`config.mk`:
```
export PLATFORM = sky130hd
export DESIGN_NAME = caller_id_fsk_generator
export DESIGN_NICKNAME = d
export VERILOG_FILES = /design/src/fsk_gen_pkg.sv /design/src/caller_id_fsk_generator.sv
export SDC_FILE = /design/constraint.sdc
export NUM_CORES = 1
export LEC_CHECK = 0
export ABC_CLOCK_PERIOD_IN_PS = 3570
export BUFFER_PORTS_ARGS = -buffer_cell sky130_fd_sc_hd__buf_2
export CAP_MARGIN = 5
export CELL_PAD_IN_SITES_DETAIL_PLACEMENT = 1
export CELL_PAD_IN_SITES_GLOBAL_PLACEMENT = 1
export CORE_ASPECT_RATIO = 1.25
export CORE_MARGIN = 8
export CORE_UTILIZATION = 49
export CTS_BUF_LIST = sky130_fd_sc_hd__clkbuf_2 sky130_fd_sc_hd__clkbuf_4 sky130_fd_sc_hd__clkbuf_8
export DETAILED_ROUTE_END_ITERATION = 10
export PLACE_DENSITY_LB_ADDON = 0.08
export SYNTH_ARGS = -nofsm -noshare
export SYNTH_HDL_FRONTEND = slang
export SYNTH_SLANG_ARGS = --single-unit
```
`constraint.sdc`:
```
create_clock -name clk -period 3.57 [get_ports clk]
set_input_delay 1.071 -clock clk [delete_from_list [all_inputs] [get_ports clk]]
set_output_delay 1.071 -clock clk [all_outputs]
set_load 0.02 [all_outputs]
```
`src/fsk_gen_pkg.sv`:
```
// constants shared by the caller id fsk generator
`default_nettype none

package fsk_gen_pkg;

    // clock and stream timing
    localparam int CLK_HZ = 100_000_000;
    localparam int SAMPLE_HZ = 8000;
    localparam int BAUD = 1200;
    localparam int SAMPLE_CYCLES_DEF = CLK_HZ / SAMPLE_HZ;

    // tone frequencies in hz
    localparam int BELL_MARK_HZ = 1200;
    localparam int BELL_SPACE_HZ = 2200;
    localparam int V23_MARK_HZ = 1300;
    localparam int V23_SPACE_HZ = 2100;

    // phase accumulator and per-sample increments
    localparam int PHASE_W = 16;
    localparam int PHASE_SPAN = 65536;
    localparam logic [15:0] INC_BELL_MARK = 16'(BELL_MARK_HZ * PHASE_SPAN / SAMPLE_HZ);
    localparam logic [15:0] INC_BELL_SPACE = 16'(BELL_SPACE_HZ * PHASE_SPAN / SAMPLE_HZ);
    localparam logic [15:0] INC_V23_MARK = 16'(V23_MARK_HZ * PHASE_SPAN / SAMPLE_HZ);
    localparam logic [15:0] INC_V23_SPACE = 16'(V23_SPACE_HZ * PHASE_SPAN / SAMPLE_HZ);
    localparam logic [12:0] BAUD_STEP = 13'(BAUD);
    localparam logic [12:0] BAUD_WRAP = 13'(SAMPLE_HZ);

    // register indices
    localparam logic [4:0] REG_FLAG_LEN = 5'h13;
    localparam logic [4:0] REG_MSG_COUNT = 5'h14;
    localparam logic [4:0] REG_SEIZE_LEN = 5'h15;
    localparam logic [4:0] REG_MARK_LEN = 5'h16;
    localparam logic [4:0] REG_CONTROL = 5'h17;

    // control register fields
    localparam int CTL_ENABLE = 0;
    localparam int CTL_CHAN_LO = 1;
    localparam int CTL_STD = 3;
    localparam int CTL_GO = 4;
    localparam int CTL_HOLD = 5;
    localparam logic [7:0] REG_RESET = 8'h00;

    // message buffer and framing
    localparam int BUF_DEPTH = 64;
    localparam int BUF_AW = 6;
    localparam logic [7:0] MSG_COUNT_MAX = 8'h40;
    localparam int SEIZE_SHIFT = 2;
    localparam logic [9:0] DATA_LAST = 10'h007;
    localparam logic [1:0] FIFO_FULL = 2'h2;

    typedef enum logic [2:0] {
        S_IDLE, S_SEIZE, S_MARK, S_START, S_DATA, S_STOP, S_FLAG, S_AFTER
    } stage_t;

endpackage

`default_nettype wire

```
`src/caller_id_fsk_generator.sv`:
```
// caller id fsk framer and modulator shared by four line channels
//
// Overview of operation
// - v.23: ones 1300 hz, zeros 2100 hz
// - bell 202: 1200/2200 hz, 1200 baud
// - seizure pairs, then mark ones, then bytes
// - flag run of ones after each byte, the last included
// - four length registers frame each transmission
// - 64-byte message buffer, host read and write
// - channel select routes output to one line
// - one bit picks the modulation standard
// - select 0 bell 202, 1 v.23
// - go bit runs whole sequence unattended
// - byte framed: start zero, data, stop one
// - loop bytes; clear go when all sent
// - after send: hold ones, else mute
// - hold re-armed only by a new start
// - host bytes kept as written, line lsb first
// - seizure pairs are twice programmed length
// - flag length 0 to 255 bits
// - message count valid 0 to 64 only
`default_nettype none

module caller_id_fsk_generator
    import fsk_gen_pkg::*;
#(
    parameter int SAMPLE_CYCLES = SAMPLE_CYCLES_DEF
) (
    // clock and reset
    input wire logic clk,
    input wire logic nrst,
    // register port
    input wire logic reg_wr,
    input wire logic [4:0] reg_addr,
    input wire logic [7:0] reg_wdata,
    output logic [7:0] reg_rdata,
    // message buffer port
    input wire logic buf_wr,
    input wire logic [BUF_AW-1:0] buf_addr,
    input wire logic [7:0] buf_wdata,
    output logic [7:0] buf_rdata,
    // sample stream to the selected line
    output logic out_valid,
    input wire logic out_ready,
    output logic signed [15:0] out_sample,
    output logic [1:0] out_channel
);

    typedef struct packed {
        logic [7:0] flag_length;
        logic [7:0] message_count;
        logic [7:0] seizure_length;
        logic [7:0] mark_length;
        logic modulator_enable;
        logic [1:0] line_channel_select;
        logic modulation_standard_select;
        logic transmit_go;
        logic hold_ones_after_send;
        logic armed;
        stage_t stage;
        logic [9:0] bit_cnt;
        logic [6:0] byte_idx;
        logic [7:0] shreg;
        logic [13:0] tick;
        logic pending;
        logic [12:0] baud_acc;
        logic [15:0] phase;
        logic [1:0] fill;
        logic [15:0] smp0;
        logic [15:0] smp1;
        logic [1:0] ch0;
        logic [1:0] ch1;
        logic [7:0] rdata;
    } state_t;

    state_t st;
    state_t next_st;
    logic [7:0] message_buffer [BUF_DEPTH];
    logic cur_bit;
    logic [15:0] inc;
    logic [13:0] mag;
    logic [15:0] sample;
    logic push;
    logic pop;
    logic bit_done;
    logic start;

    // the buffer is host-visible as stored; the shifter below puts bit 0 out first
    always_ff @(posedge clk) begin
        if (buf_wr) begin
            message_buffer[buf_addr] <= buf_wdata;
        end
    end

    always_ff @(posedge clk or negedge nrst) begin
        if (!nrst) begin
            buf_rdata <= 8'h00;
        end else begin
            buf_rdata <= message_buffer[buf_addr];
        end
    end

    // counts above the buffer size are clipped rather than wrapping into old bytes
    function automatic stage_t bytes_or_end(state_t s, logic [6:0] idx);
        logic [7:0] cnt;
        cnt = (s.message_count > MSG_COUNT_MAX) ? MSG_COUNT_MAX : s.message_count;
        if ({1'b0, idx} < cnt) begin
            return S_START;
        end else if (s.armed && s.hold_ones_after_send) begin
            return S_AFTER;
        end
        return S_IDLE;
    endfunction

    function automatic stage_t after_seizure(state_t s);
        if (s.mark_length != 8'h00) begin
            return S_MARK;
        end
        return bytes_or_end(s, s.byte_idx);
    endfunction

    function automatic state_t enter(state_t s, stage_t g);
        s.stage = g;
        unique case (g)
            S_SEIZE: s.bit_cnt = ({2'b00, s.seizure_length} << SEIZE_SHIFT) - 10'h001;
            S_MARK: s.bit_cnt = {2'b00, s.mark_length} - 10'h001;
            S_FLAG: s.bit_cnt = {2'b00, s.flag_length} - 10'h001;
            S_DATA: s.bit_cnt = DATA_LAST;
            S_START: s.shreg = message_buffer[s.byte_idx[BUF_AW-1:0]];
            S_IDLE, S_AFTER: s.transmit_go = 1'b0;
            S_STOP: s.bit_cnt = 10'h000;
        endcase
        return s;
    endfunction

    // bit now on the line
    always_comb begin
        unique case (st.stage)
            S_SEIZE: cur_bit = ~st.bit_cnt[0];
            S_START: cur_bit = 1'b0;
            S_DATA: cur_bit = st.shreg[0];
            default: cur_bit = 1'b1;
        endcase
        if (st.modulation_standard_select) begin
            inc = cur_bit ? INC_V23_MARK : INC_V23_SPACE;
        end else begin
            inc = cur_bit ? INC_BELL_MARK : INC_BELL_SPACE;
        end
        // triangle shape keeps the tone cheap; filtering downstream rounds it off
        mag = st.phase[14] ? ~st.phase[13:0] : st.phase[13:0];
        if (st.stage == S_IDLE) begin
            sample = 16'h0000;
        end else if (st.phase[15]) begin
            sample = 16'h0000 - {2'b00, mag};
        end else begin
            sample = {2'b00, mag};
        end
    end

    always_comb begin
        next_st = st;
        start = 1'b0;
        bit_done = 1'b0;
        pop = out_ready && (st.fill != 2'h0);
        push = st.pending && ((st.fill != FIFO_FULL) || pop);

        // sample pacing; a stalled receiver holds the pending sample and the whole framer
        if (push) begin
            next_st.pending = 1'b0;
            next_st.phase = st.phase + inc;
            if (st.stage != S_IDLE) begin
                // compare before adding: the 13-bit sum would wrap past 8191
                if (st.baud_acc >= BAUD_WRAP - BAUD_STEP) begin
                    next_st.baud_acc = st.baud_acc - (BAUD_WRAP - BAUD_STEP);
                    bit_done = 1'b1;
                end else begin
                    next_st.baud_acc = st.baud_acc + BAUD_STEP;
                end
            end
        end
        if (st.tick == 14'(SAMPLE_CYCLES - 1)) begin
            next_st.tick = 14'h0000;
            next_st.pending = 1'b1;
        end else begin
            next_st.tick = st.tick + 14'h0001;
        end

        // two-entry output buffer
        if (pop) begin
            next_st.smp0 = st.smp1;
            next_st.ch0 = st.ch1;
            next_st.fill = st.fill - 2'h1;
        end
        if (push) begin
            if (next_st.fill == 2'h0) begin
                next_st.smp0 = sample;
                next_st.ch0 = st.line_channel_select;
            end else begin
                next_st.smp1 = sample;
                next_st.ch1 = st.line_channel_select;
            end
            next_st.fill = next_st.fill + 2'h1;
        end

        // framing sequence, one step per finished bit
        if (bit_done) begin
            unique case (st.stage)
                S_SEIZE: begin
                    if (st.bit_cnt == 10'h000) begin
                        next_st = enter(next_st, after_seizure(st));
                    end else begin
                        next_st.bit_cnt = st.bit_cnt - 10'h001;
                    end
                end
                S_MARK, S_FLAG: begin
                    if (st.bit_cnt == 10'h000) begin
                        next_st = enter(next_st, bytes_or_end(st, st.byte_idx));
                    end else begin
                        next_st.bit_cnt = st.bit_cnt - 10'h001;
                    end
                end
                S_START: next_st = enter(next_st, S_DATA);
                S_DATA: begin
                    next_st.shreg = {1'b0, st.shreg[7:1]};
                    if (st.bit_cnt == 10'h000) begin
                        next_st = enter(next_st, S_STOP);
                    end else begin
                        next_st.bit_cnt = st.bit_cnt - 10'h001;
                    end
                end
                S_STOP: begin
                    next_st.byte_idx = st.byte_idx + 7'h01;
                    if (st.flag_length != 8'h00) begin
                        next_st = enter(next_st, S_FLAG);
                    end else begin
                        next_st = enter(next_st, bytes_or_end(st, st.byte_idx + 7'h01));
                    end
                end
                S_IDLE, S_AFTER: ;
            endcase
        end

        // register writes; a start written with the end-of-message clear wins
        if (reg_wr) begin
            case (reg_addr)
                REG_FLAG_LEN: next_st.flag_length = reg_wdata;
                REG_MSG_COUNT: next_st.message_count = reg_wdata;
                REG_SEIZE_LEN: next_st.seizure_length = reg_wdata;
                REG_MARK_LEN: next_st.mark_length = reg_wdata;
                REG_CONTROL: begin
                    next_st.modulator_enable = reg_wdata[CTL_ENABLE];
                    next_st.line_channel_select = reg_wdata[CTL_CHAN_LO +: 2];
                    next_st.modulation_standard_select = reg_wdata[CTL_STD];
                    next_st.hold_ones_after_send = reg_wdata[CTL_HOLD];
                    if (reg_wdata[CTL_GO] && reg_wdata[CTL_ENABLE]) begin
                        start = 1'b1;
                    end else if (!reg_wdata[CTL_GO]) begin
                        next_st = enter(next_st, S_IDLE);
                    end
                end
                default: ;
            endcase
        end
        if (start) begin
            next_st.transmit_go = 1'b1;
            next_st.armed = 1'b1;
            next_st.byte_idx = 7'h00;
            next_st.baud_acc = 13'h0000;
            if (next_st.seizure_length != 8'h00) begin
                next_st = enter(next_st, S_SEIZE);
            end else begin
                next_st = enter(next_st, after_seizure(next_st));
            end
        end
        // a hold dropped once stays dropped until the next start
        if (!next_st.hold_ones_after_send) begin
            next_st.armed = 1'b0;
        end
        if (next_st.stage == S_AFTER && !next_st.armed) begin
            next_st.stage = S_IDLE;
        end
        if (!next_st.modulator_enable) begin
            next_st = enter(next_st, S_IDLE);
        end

        // register read-back
        unique case (reg_addr)
            REG_FLAG_LEN: next_st.rdata = st.flag_length;
            REG_MSG_COUNT: next_st.rdata = st.message_count;
            REG_SEIZE_LEN: next_st.rdata = st.seizure_length;
            REG_MARK_LEN: next_st.rdata = st.mark_length;
            REG_CONTROL: next_st.rdata = {2'b00, st.hold_ones_after_send, st.transmit_go,
                                          st.modulation_standard_select, st.line_channel_select,
                                          st.modulator_enable};
            default: next_st.rdata = 8'h00;
        endcase
    end

    always_ff @(posedge clk or negedge nrst) begin
        if (!nrst) begin
            st <= '{stage: S_IDLE, flag_length: REG_RESET, message_count: REG_RESET,
                    seizure_length: REG_RESET, mark_length: REG_RESET, default: '0};
        end else begin
            st <= next_st;
        end
    end

    assign reg_rdata = st.rdata;
    assign out_valid = st.fill != 2'h0;
    assign out_sample = st.smp0;
    assign out_channel = st.ch0;
endmodule

`default_nettype wire

```
* Word level (Yosys, flattened, before mapping)
Memory sizes are Yosys's and may differ from the RTL's. A register that Yosys moved wholly into a read port is not among the register bits. Cells that the tools add are included.
Storage, ports and cells: bits in registers 157, memory bits (writable) 512, input port bits 32, output and inout port bits 35, word-level logic and storage cells 231, memories kept 1
Operators by class: add/sub/neg operators 15, magnitude comparators 6, eq/ne operators 42, muxes and demuxes 115, bitwise operators 2, reductions and logical operators 26
Memory list:
- message_buffer | words 64, bits a word 8, read ports 4, clocked after memory_dff 1, write ports 1, RTL line caller_id_fsk_generator.sv:78 | logic [7:0] message_buffer [BUF_DEPTH];
Operator list (number):
- $mux 121 | 6
- $pmux 121 s5 | 1
- $mux 125 | 2
- $pmux 10 s5 | 4
- $mux 98 | 2
- $mux 157 | 1
- $mux 3 | 26
- $mux 16 | 4
- $pmux 8 s2 | 4
- $eq 3x3->1 const B | 20
- $mux 8 | 6
- $mux 15 | 3
- $pmux 8 s5 | 1
- $mux 1 | 39
- $mux 38 | 1
- $sub 8x1->9 const B | 4
- $reduce_bool 8->1 | 4
- $eq 3x2->1 const B | 10
- $mux 10 | 3
- $mux 30 | 1
- $sub 10x1->10 const B | 3
- $mux 14 | 2
- $mux 13 | 2
- $eq 5x5->1 const B | 5
- other kinds (30) | 52

* Longest topological paths before layout
Gate-level depths: netlist of the first run.
word-level depth 46, depth in mapped cells 16

* Least setup slack after synthesis of the first run
Ideal clock, no wire load.
kind input port to flip-flop, start input port reg_addr[3], end register st[91] (netlist name), library setup time 0.129 ns, data arrival time 3.909 ns, data required time 3.441 ns, setup slack -0.468 ns, stages on the path 10, cells stage by stage nand4b_4 -> nor2_1 -> clkbuf_1 -> mux2i_1 -> ha_1 -> nand2_1 -> or4_4 -> buf_6 -> and3_1 -> a2111o_1
RTL lines:
- start, declared | RTL line caller_id_fsk_generator.sv:34 | input wire logic [4:0] reg_addr,
- end signal, assigned | RTL line caller_id_fsk_generator.sv:301 | st <= '{stage: S_IDLE, flag_length: REG_RESET, message_count: REG_RESET,
- end signal, assigned | RTL line caller_id_fsk_generator.sv:304 | st <= next_st;
- end, declared | RTL line caller_id_fsk_generator.sv:76 | state_t st;

==> flow_summary_export.csv, run 1 <==
group,metric,value,unit
synthesis,synth_edf_count,512,
synthesis,synth_top_family_by_area,"multiplexers",
power_and_ir_drop,swShare,0.2744,
power_and_ir_drop,power_switching,5.269,mW
route,antenna_left,0,
power_and_ir_drop,power_frac_comb,0.133,
synthesis,synth_fa_ha_area_frac,0.01414,
final_layout,drive_gt1_frac,0.2534,
timing,finalHoldViolCount,0,
global_routing,grt_pass1_wl,217800,microns
timing,setup_viol,0,
global_routing,antenna_found_initial,8,
route,met3_length,13340,microns
final_layout,fin_util,0.5706,
placement,dp_slack,0.04318,ns
final_layout,multi_input_area,17010,sq um
placement,place_hpwl,102900,microns
critical_path,critPathLaunchType,"flop",
placement,place_congestion,0.9630,
cts,clk-insertion-delay-late,0.78,ns
timing,tns,0,ns
final_layout,fillers,7669,
floorplan,ios,67,
synthesis,synth_xor_area_frac,0.01789,
synthesis,synth.area.top_cells,"edfxtp_1 (41%), mux4_2 (12%), dfrtp_1 (11%), mux2i_1 (3.7%), a22oi_1 (3.7%)",
cts,clock_sinks,672,
synthesis,yosys_warnings,0,
critical_path,critPathKind,"flop to flop",
timing,relSlewSlack,0.2527,
final_layout,final_cell_area,43410,sq um
synthesis,ys_seq_area_frac,0.5140,
synthesis,async_flop_share,0.2381,
route,drc,0,
timing,slew_viol_final,0,
critical_path,cp.arrival,4.12,ns
floorplan,die_area,86130,sq um
cts,clk_path_buf_depth,3,
cts,numCtsBuffers,110,
critical_path,critPathCaptureType,"flop",
floorplan,rows,113,
final_layout,synthToLayoutAreaGrowth,15.13,%
timing,fin_skew,0.03792,ns
synthesis,netlist_area,37700,sq um
cts,ctsHtreeMaxLevel,3,
run,max_cap_violations,0,
power_and_ir_drop,powerDensity,442.5,nW/um^2
cts,post-cts-setup-buffer-count,0,
cts,clk_pin_slew,0.06,ns
synthesis,synth.top_cell.area_share,0.4078,
cts,cts_resized,0,
synthesis,synthSimpleGateAreaFrac,0.09794,
synthesis,synth_compound_area_frac,0.1491,
timing,fmax,288.2,MHz
timing,timing.final.crit_share,0.9721,
final_layout,nNetsFinal,3380,
timing,rsz0062_at_grt,"false",
cts,cts_tree,"built",
synthesis,synth_area_leader_cell,"edfxtp_1",
synthesis,yosys_most_used_dff,"edfxtp_1",
cts,cts_root_buf,"clkbuf_8",
global_routing,grt_pass1_vias,32520,
power_and_ir_drop,seq_power_share,0.470,
timing,worst_slew_pin_slew,1.121,ns
floorplan,die_h,326.1,microns
global_routing,grt_max_degree,112,
floorplan,initial_utilization,0.4956,
synthesis,ys_types,83,
critical_path,path_max_fanout,111,
route,met1_length,50800,microns
critical_path,required,4.22,ns
final_layout,final_common_cell,"edfxtp_1",
timing,period_needed,3.470,ns
power_and_ir_drop,ir_drop,0.4524,mV
cts,ctsHoldBuffers,0,
timing,worst_slack,0.09960,ns
floorplan,design.core.area,76070,sq um
global_routing,grt_usage,0.3379,
final_layout,final_cell_mix,"edfxtp_1 (512), nand2_1 (334), buf_4 (283)",
route,drt_iter0_markers,3433,
run_status,run_status,"finished clean",
synthesis,syn_inst,3073,
power_and_ir_drop,p_int,13.94,mW
placement,port_buffers,66,
route,dr_total_vias,30940,
synthesis,syn_area_per_cell,12.27,sq um
route,drt_pass1_iterations,6,
route,dr.max_layer_used,"met4",
route,routed_wl,148800,microns
route,route.met2.wl,71540,microns
synthesis,synth-seq-cells,672,
synthesis,syn_nets,3147,
final_layout,register_area,19390,sq um
global_routing,overflow,0,
hold_path,worstHoldPathType,"primary input to async pin",
route,vias_per_cell,7.058,
route,wl_per_cell,33.94,microns
floorplan,die_w,264.1,microns
power_and_ir_drop,clkPwrFrac,0.397,
power_and_ir_drop,power.leakage,15.19,nW
synthesis,synthMuxAreaShare,0.1674,
placement,placed_cell_area,40850,sq um
[layout make-up]
cell class,instances,area share
timing repair buffer,378,0.07025
antenna,5,0.0002883
tap,977,0.02816
inverter,58,0.005045
clock buffer,168,0.04866
sequential,672,0.4467
multi-input combinational,2086,0.3918
clock inverter,40,0.009080
[sequential cells by signal, summed over array words and instances (netlist names)]
register and count:
message_buffer 512, st 126, out_sample 16, buf_rdata 8, reg_rdata 8, out_channel 2
[routing by layer]
layer / vias to the layer above / GRT usage
li1: 12690 / -
met1: 15690 / 0.3823
met2: 1950 / 0.5636
met3: 616 / 0.06981
met4: 0 / 0.2504
met5: - / 0
[final timing paths]
path                            slack (ns)  cells after the start             to  startpoint
max in group asynchronous             2.55                      2         st[99]        nrst
worst max register to register         0.1                      9         st[96]      st[98]
min in group clk                      0.48                      2         st[21]      st[21]
worst max-delay path                   0.1                      9         st[96]      st[98]
worst min register to register        0.48                      2         st[21]      st[21]
worst min-delay path                  0.31                      1  out_sample[2]        nrst
[critical path, stage by stage, from the launching register on]
cell and delay (ns):
dfrtp_4 0.52, buf_16 0.50, buf_4 0.40, mux4_2 0.24
nand2_1 0.06, a311oi_1 0.72, o21ai_0 0.35, o211ai_1 0.18
a221oi_1 0.09, o22ai_1 0.15
[synth_stat cells, drive strengths merged (71+ instances only)]
cell type	n
clkbuf	151
mux2i	141
nand2	335
a22oi	185
edfxtp	512
nand3	71
o21ai	120
buf	106
a31oi	79
dfrtp	160
nor2	185
mux4	206
a21oi	109
a221oi	104
[kinds of logic (layout without fill, tap and decap cells)]
logic type                 count (synthesis)  after routing
and+or+nand+nor                          800            800
AOI/OAI and AO/OA                        797            797
DFF                                      672            672
muxes                                    370            370
buffers and inverters                    315            644
xor gates and xnor gates                  77             77
adders and majority gates                 42             42
other                                      0              5
[through the flow]
step,hold slack [ns],power (mW),std cells
floorplan,0.4473,10.64,3073
global placement,0.4610,11.58,4171
detailed placement,0.4695,11.68,4171
CTS,0.2766,19.26,4379
global route,0.3127,19.81,4381
finish,0.3117,19.21,4384
[power groups by stage]
stage | combinational, mW | sequential, mW | clock, mW
CTS | 2.52 | 9.02 | 7.72
global route | 2.75 | 9.05 | 8.02
detailed placement | 2.50 | 9.18 | 0
floorplan | 1.59 | 9.05 | 0
finish | 2.55 | 9.02 | 7.63
global placement | 2.43 | 9.16 | 0
Power figures use the tool's default switching activity.
==> run 2, diff against run 1 <==
ABC_AREA = 1   (was default)
CORE_UTILIZATION = 46   (was 49)
==> run 2 against run 1 <==
  * Global-route usage is 0.30 points lower
  * Cell area grew 0.98%
  * Sequential share of layout area is 0.44 points lower
  * Sequential cell count is the same
  * Sequential power is 2% lower
  * Register-to-register slack improved by 0.12 ns
  * Fmax increased by 3.6%
  * Clock skew up 0.0046 ns
==> flow_summary_export.csv, run 2 <==
group,metric,value,unit
cts,ctsHtreeMaxLevel,3,
route,dr_total_vias,37210,
timing,rsz0062_at_grt,"false",
timing,slew_viol_final,0,
timing,worst_slack,0.2201,ns
floorplan,die_h,341.1,microns
cts,ctsHoldBuffers,0,
cts,numCtsBuffers,113,
cts,clock_sinks,672,
timing,relSlewSlack,0.3441,
final_layout,synthToLayoutAreaGrowth,12.67,%
critical_path,r2r-start,"st[99]",
power_and_ir_drop,power.leakage,17.36,nW
global_routing,antenna_found_initial,4,
timing,finalHoldViolCount,0,
route,wl_per_cell,27.61,microns
synthesis,synth.top_cell.area_share,0.3952,
route,met3_length,12980,microns
critical_path,worstSetupStartpoint,"st[99]",
floorplan,die_area,94190,sq um
synthesis,syn_nets,4700,
synthesis,synth.area.top_cells,"edfxtp_1 (40%), dfrtp_1 (10%), nand2_1 (8.4%), nand3_1 (6.1%), o21ai_0 (5.9%)",
final_layout,fillers,9975,
synthesis,yosys_warnings,0,
final_layout,top_register,"message_buffer",
final_layout,largest_reg_flops,512,
critical_path,critPathLaunchType,"flop",
route,drt_pass1_iterations,6,
power_and_ir_drop,ir_drop,0.4233,mV
route,route.met2.wl,77790,microns
synthesis,synth-seq-cells,672,
hold_path,worstHoldPathType,"primary input to async pin",
run_status,run_status,"finished clean",
cts,clk-insertion-delay-late,0.80,ns
synthesis,synthTopCellsByCount,"nand2_1 (871), edfxtp_1 (512), nand3_1 (476), o21ai_0 (457), a21oi_1 (412)",
synthesis,async_flop_share,0.2381,
global_routing,grt_pass1_vias,37430,
timing,fmax,298.5,MHz
placement,place_hpwl,112500,microns
critical_path,required,4.25,ns
final_layout,final_common_cell,"nand2_1",
critical_path,timing.rr.end,"st[95]",
power_and_ir_drop,fin_total_pwr,20.24,mW
power_and_ir_drop,powerDensity,461.8,nW/um^2
floorplan,ios,67,
synthesis,yosysMostFrequentCell,"nand2_1",
synthesis,ys_types,61,
cts,cts_root_buf,"clkbuf_8",
timing,tns,0,ns
synthesis,yosys_most_used_dff,"edfxtp_1",
timing,setup_viol,0,
route,drc,0,
global_routing,overflow,0,
critical_path,cp.arrival,4.03,ns
synthesis,syn_inst,4626,
critical_path,critPathCaptureType,"flop",
route,drt_iter0_markers,3435,
final_layout,final_cell_mix,"nand2_1 (871), edfxtp_1 (512), nand3_1 (473)",
critical_path,r2r_cells,13,
global_routing,grt_max_degree,191,
final_layout,final_cell_area,43830,sq um
final_layout,nNetsFinal,4789,
placement,place_congestion,0.9660,
critical_path,critPathCapture,"st[95]",
placement,dp_slack,0.1689,ns
synthesis,netlist_area,38900,sq um
cts,post-cts-setup-buffer-count,0,
floorplan,die_w,276.1,microns
synthesis,synth_area_leader_cell,"edfxtp_1",
floorplan,initial_utilization,0.4633,
synthesis,synth_edf_count,512,
route,dr.max_layer_used,"met5",
cts,cts_resized,0,
cts,clk_path_buf_depth,3,
route,met1_length,60410,microns
synthesis,syn_area_per_cell,8.410,sq um
global_routing,grt_pass1_wl,240500,microns
placement,port_buffers,66,
floorplan,rows,119,
timing,timing.final.crit_share,0.9383,
route,routed_wl,162900,microns
timing,worst_slew_pin_slew,0.9839,ns
timing,fin_skew,0.04251,ns
placement,placed_cell_area,41490,sq um
global_routing,grt_usage,0.3349,
critical_path,critPathKind,"flop to flop",
floorplan,design.core.area,83980,sq um
route,antenna_left,0,
cts,cts_tree,"built",
run,max_cap_violations,0,
synthesis,ys_seq_area_frac,0.4981,
cts,clk_pin_slew,0.07,ns
critical_path,path_max_fanout,22,
timing,period_needed,3.350,ns
critical_path,r2r_slack,0.22,ns
route,vias_per_cell,6.308,
final_layout,drive_gt1_frac,0.1163,
[run 2: routing by layer]
metal / track usage / vias to the layer above
met1: 0.3885 / 18390
met4: 0.2162 / 2
li1: - / 16520
met3: 0.06204 / 546
met2: 0.5685 / 1758
met5: 0 / -
[run 2: cell families after synthesis]
family	count (synthesis)	share of synthesized area
mux	10	0.002862
compound gates	1317	0.1992
flops	672	0.4981
simple gates	1791	0.1981
fa+ha+maj	42	0.01370
buf+inv	740	0.07564
xor+xnor	54	0.01235
[run 2: area by class of cell]
cell class	instances	area (sq um)	share of cell area
flip-flops and latches	672	19390	0.4423
multi-input cells	3214	16640	0.3797
repair buffers	293	2506	0.05718
clock buffers	148	1868	0.04262
inverters	421	1598	0.03645
well taps	1089	1363	0.03109
clock inverters	57	455.4	0.01039
diodes	5	12.51	0.0002855
[run 2: worst min path at each step]
stage,startpoint,to,slack (ns),cells after the start
after CTS,nrst,st[149],0.19,1
after floorplan,st[76],st[76],0.43,1
after global routing,nrst,st[147],0.20,1
after detailed placement,st[9],st[9],0.46,2
final,nrst,reg_rdata[6],0.20,1
after global placement,st[76],st[76],0.45,1
[run 2: critical path, stage by stage (launching register included)]
cell	delay (ns)
dfrtp_4	0.50
nand2_1	0.11
buf_4	0.23
o21ai_0	0.26
nand2_1	0.11
inv_1	0.19
buf_4	0.51
nand3_1	0.17
nand3_1	0.36
nand3_1	0.35
nand4_1	0.16
nand3_1	0.11
nand2_1	0.09
a21oi_1	0.06
[run 2: per-stage QoR]
step / instances / hold WS [ns] / utilization
5_1_grt: 5897 / 0.1964 / 0.5219
6_report: 5899 / 0.2031 / 0.5219
4_1_cts: 5894 / 0.1882 / 0.5218
3_5_place_dp: 5689 / 0.4632 / 0.4941
3_3_place_gp: 5689 / 0.4535 / 0.4941
2_1_floorplan: 4626 / 0.4329 / -
[run 2: where the power goes]
part | internal (mW) | switching, mW
combinational | 1.16 | 2.87
sequential | 8.65 | 0.217
clock | 3.91 | 3.44
total | 13.7 | 6.53
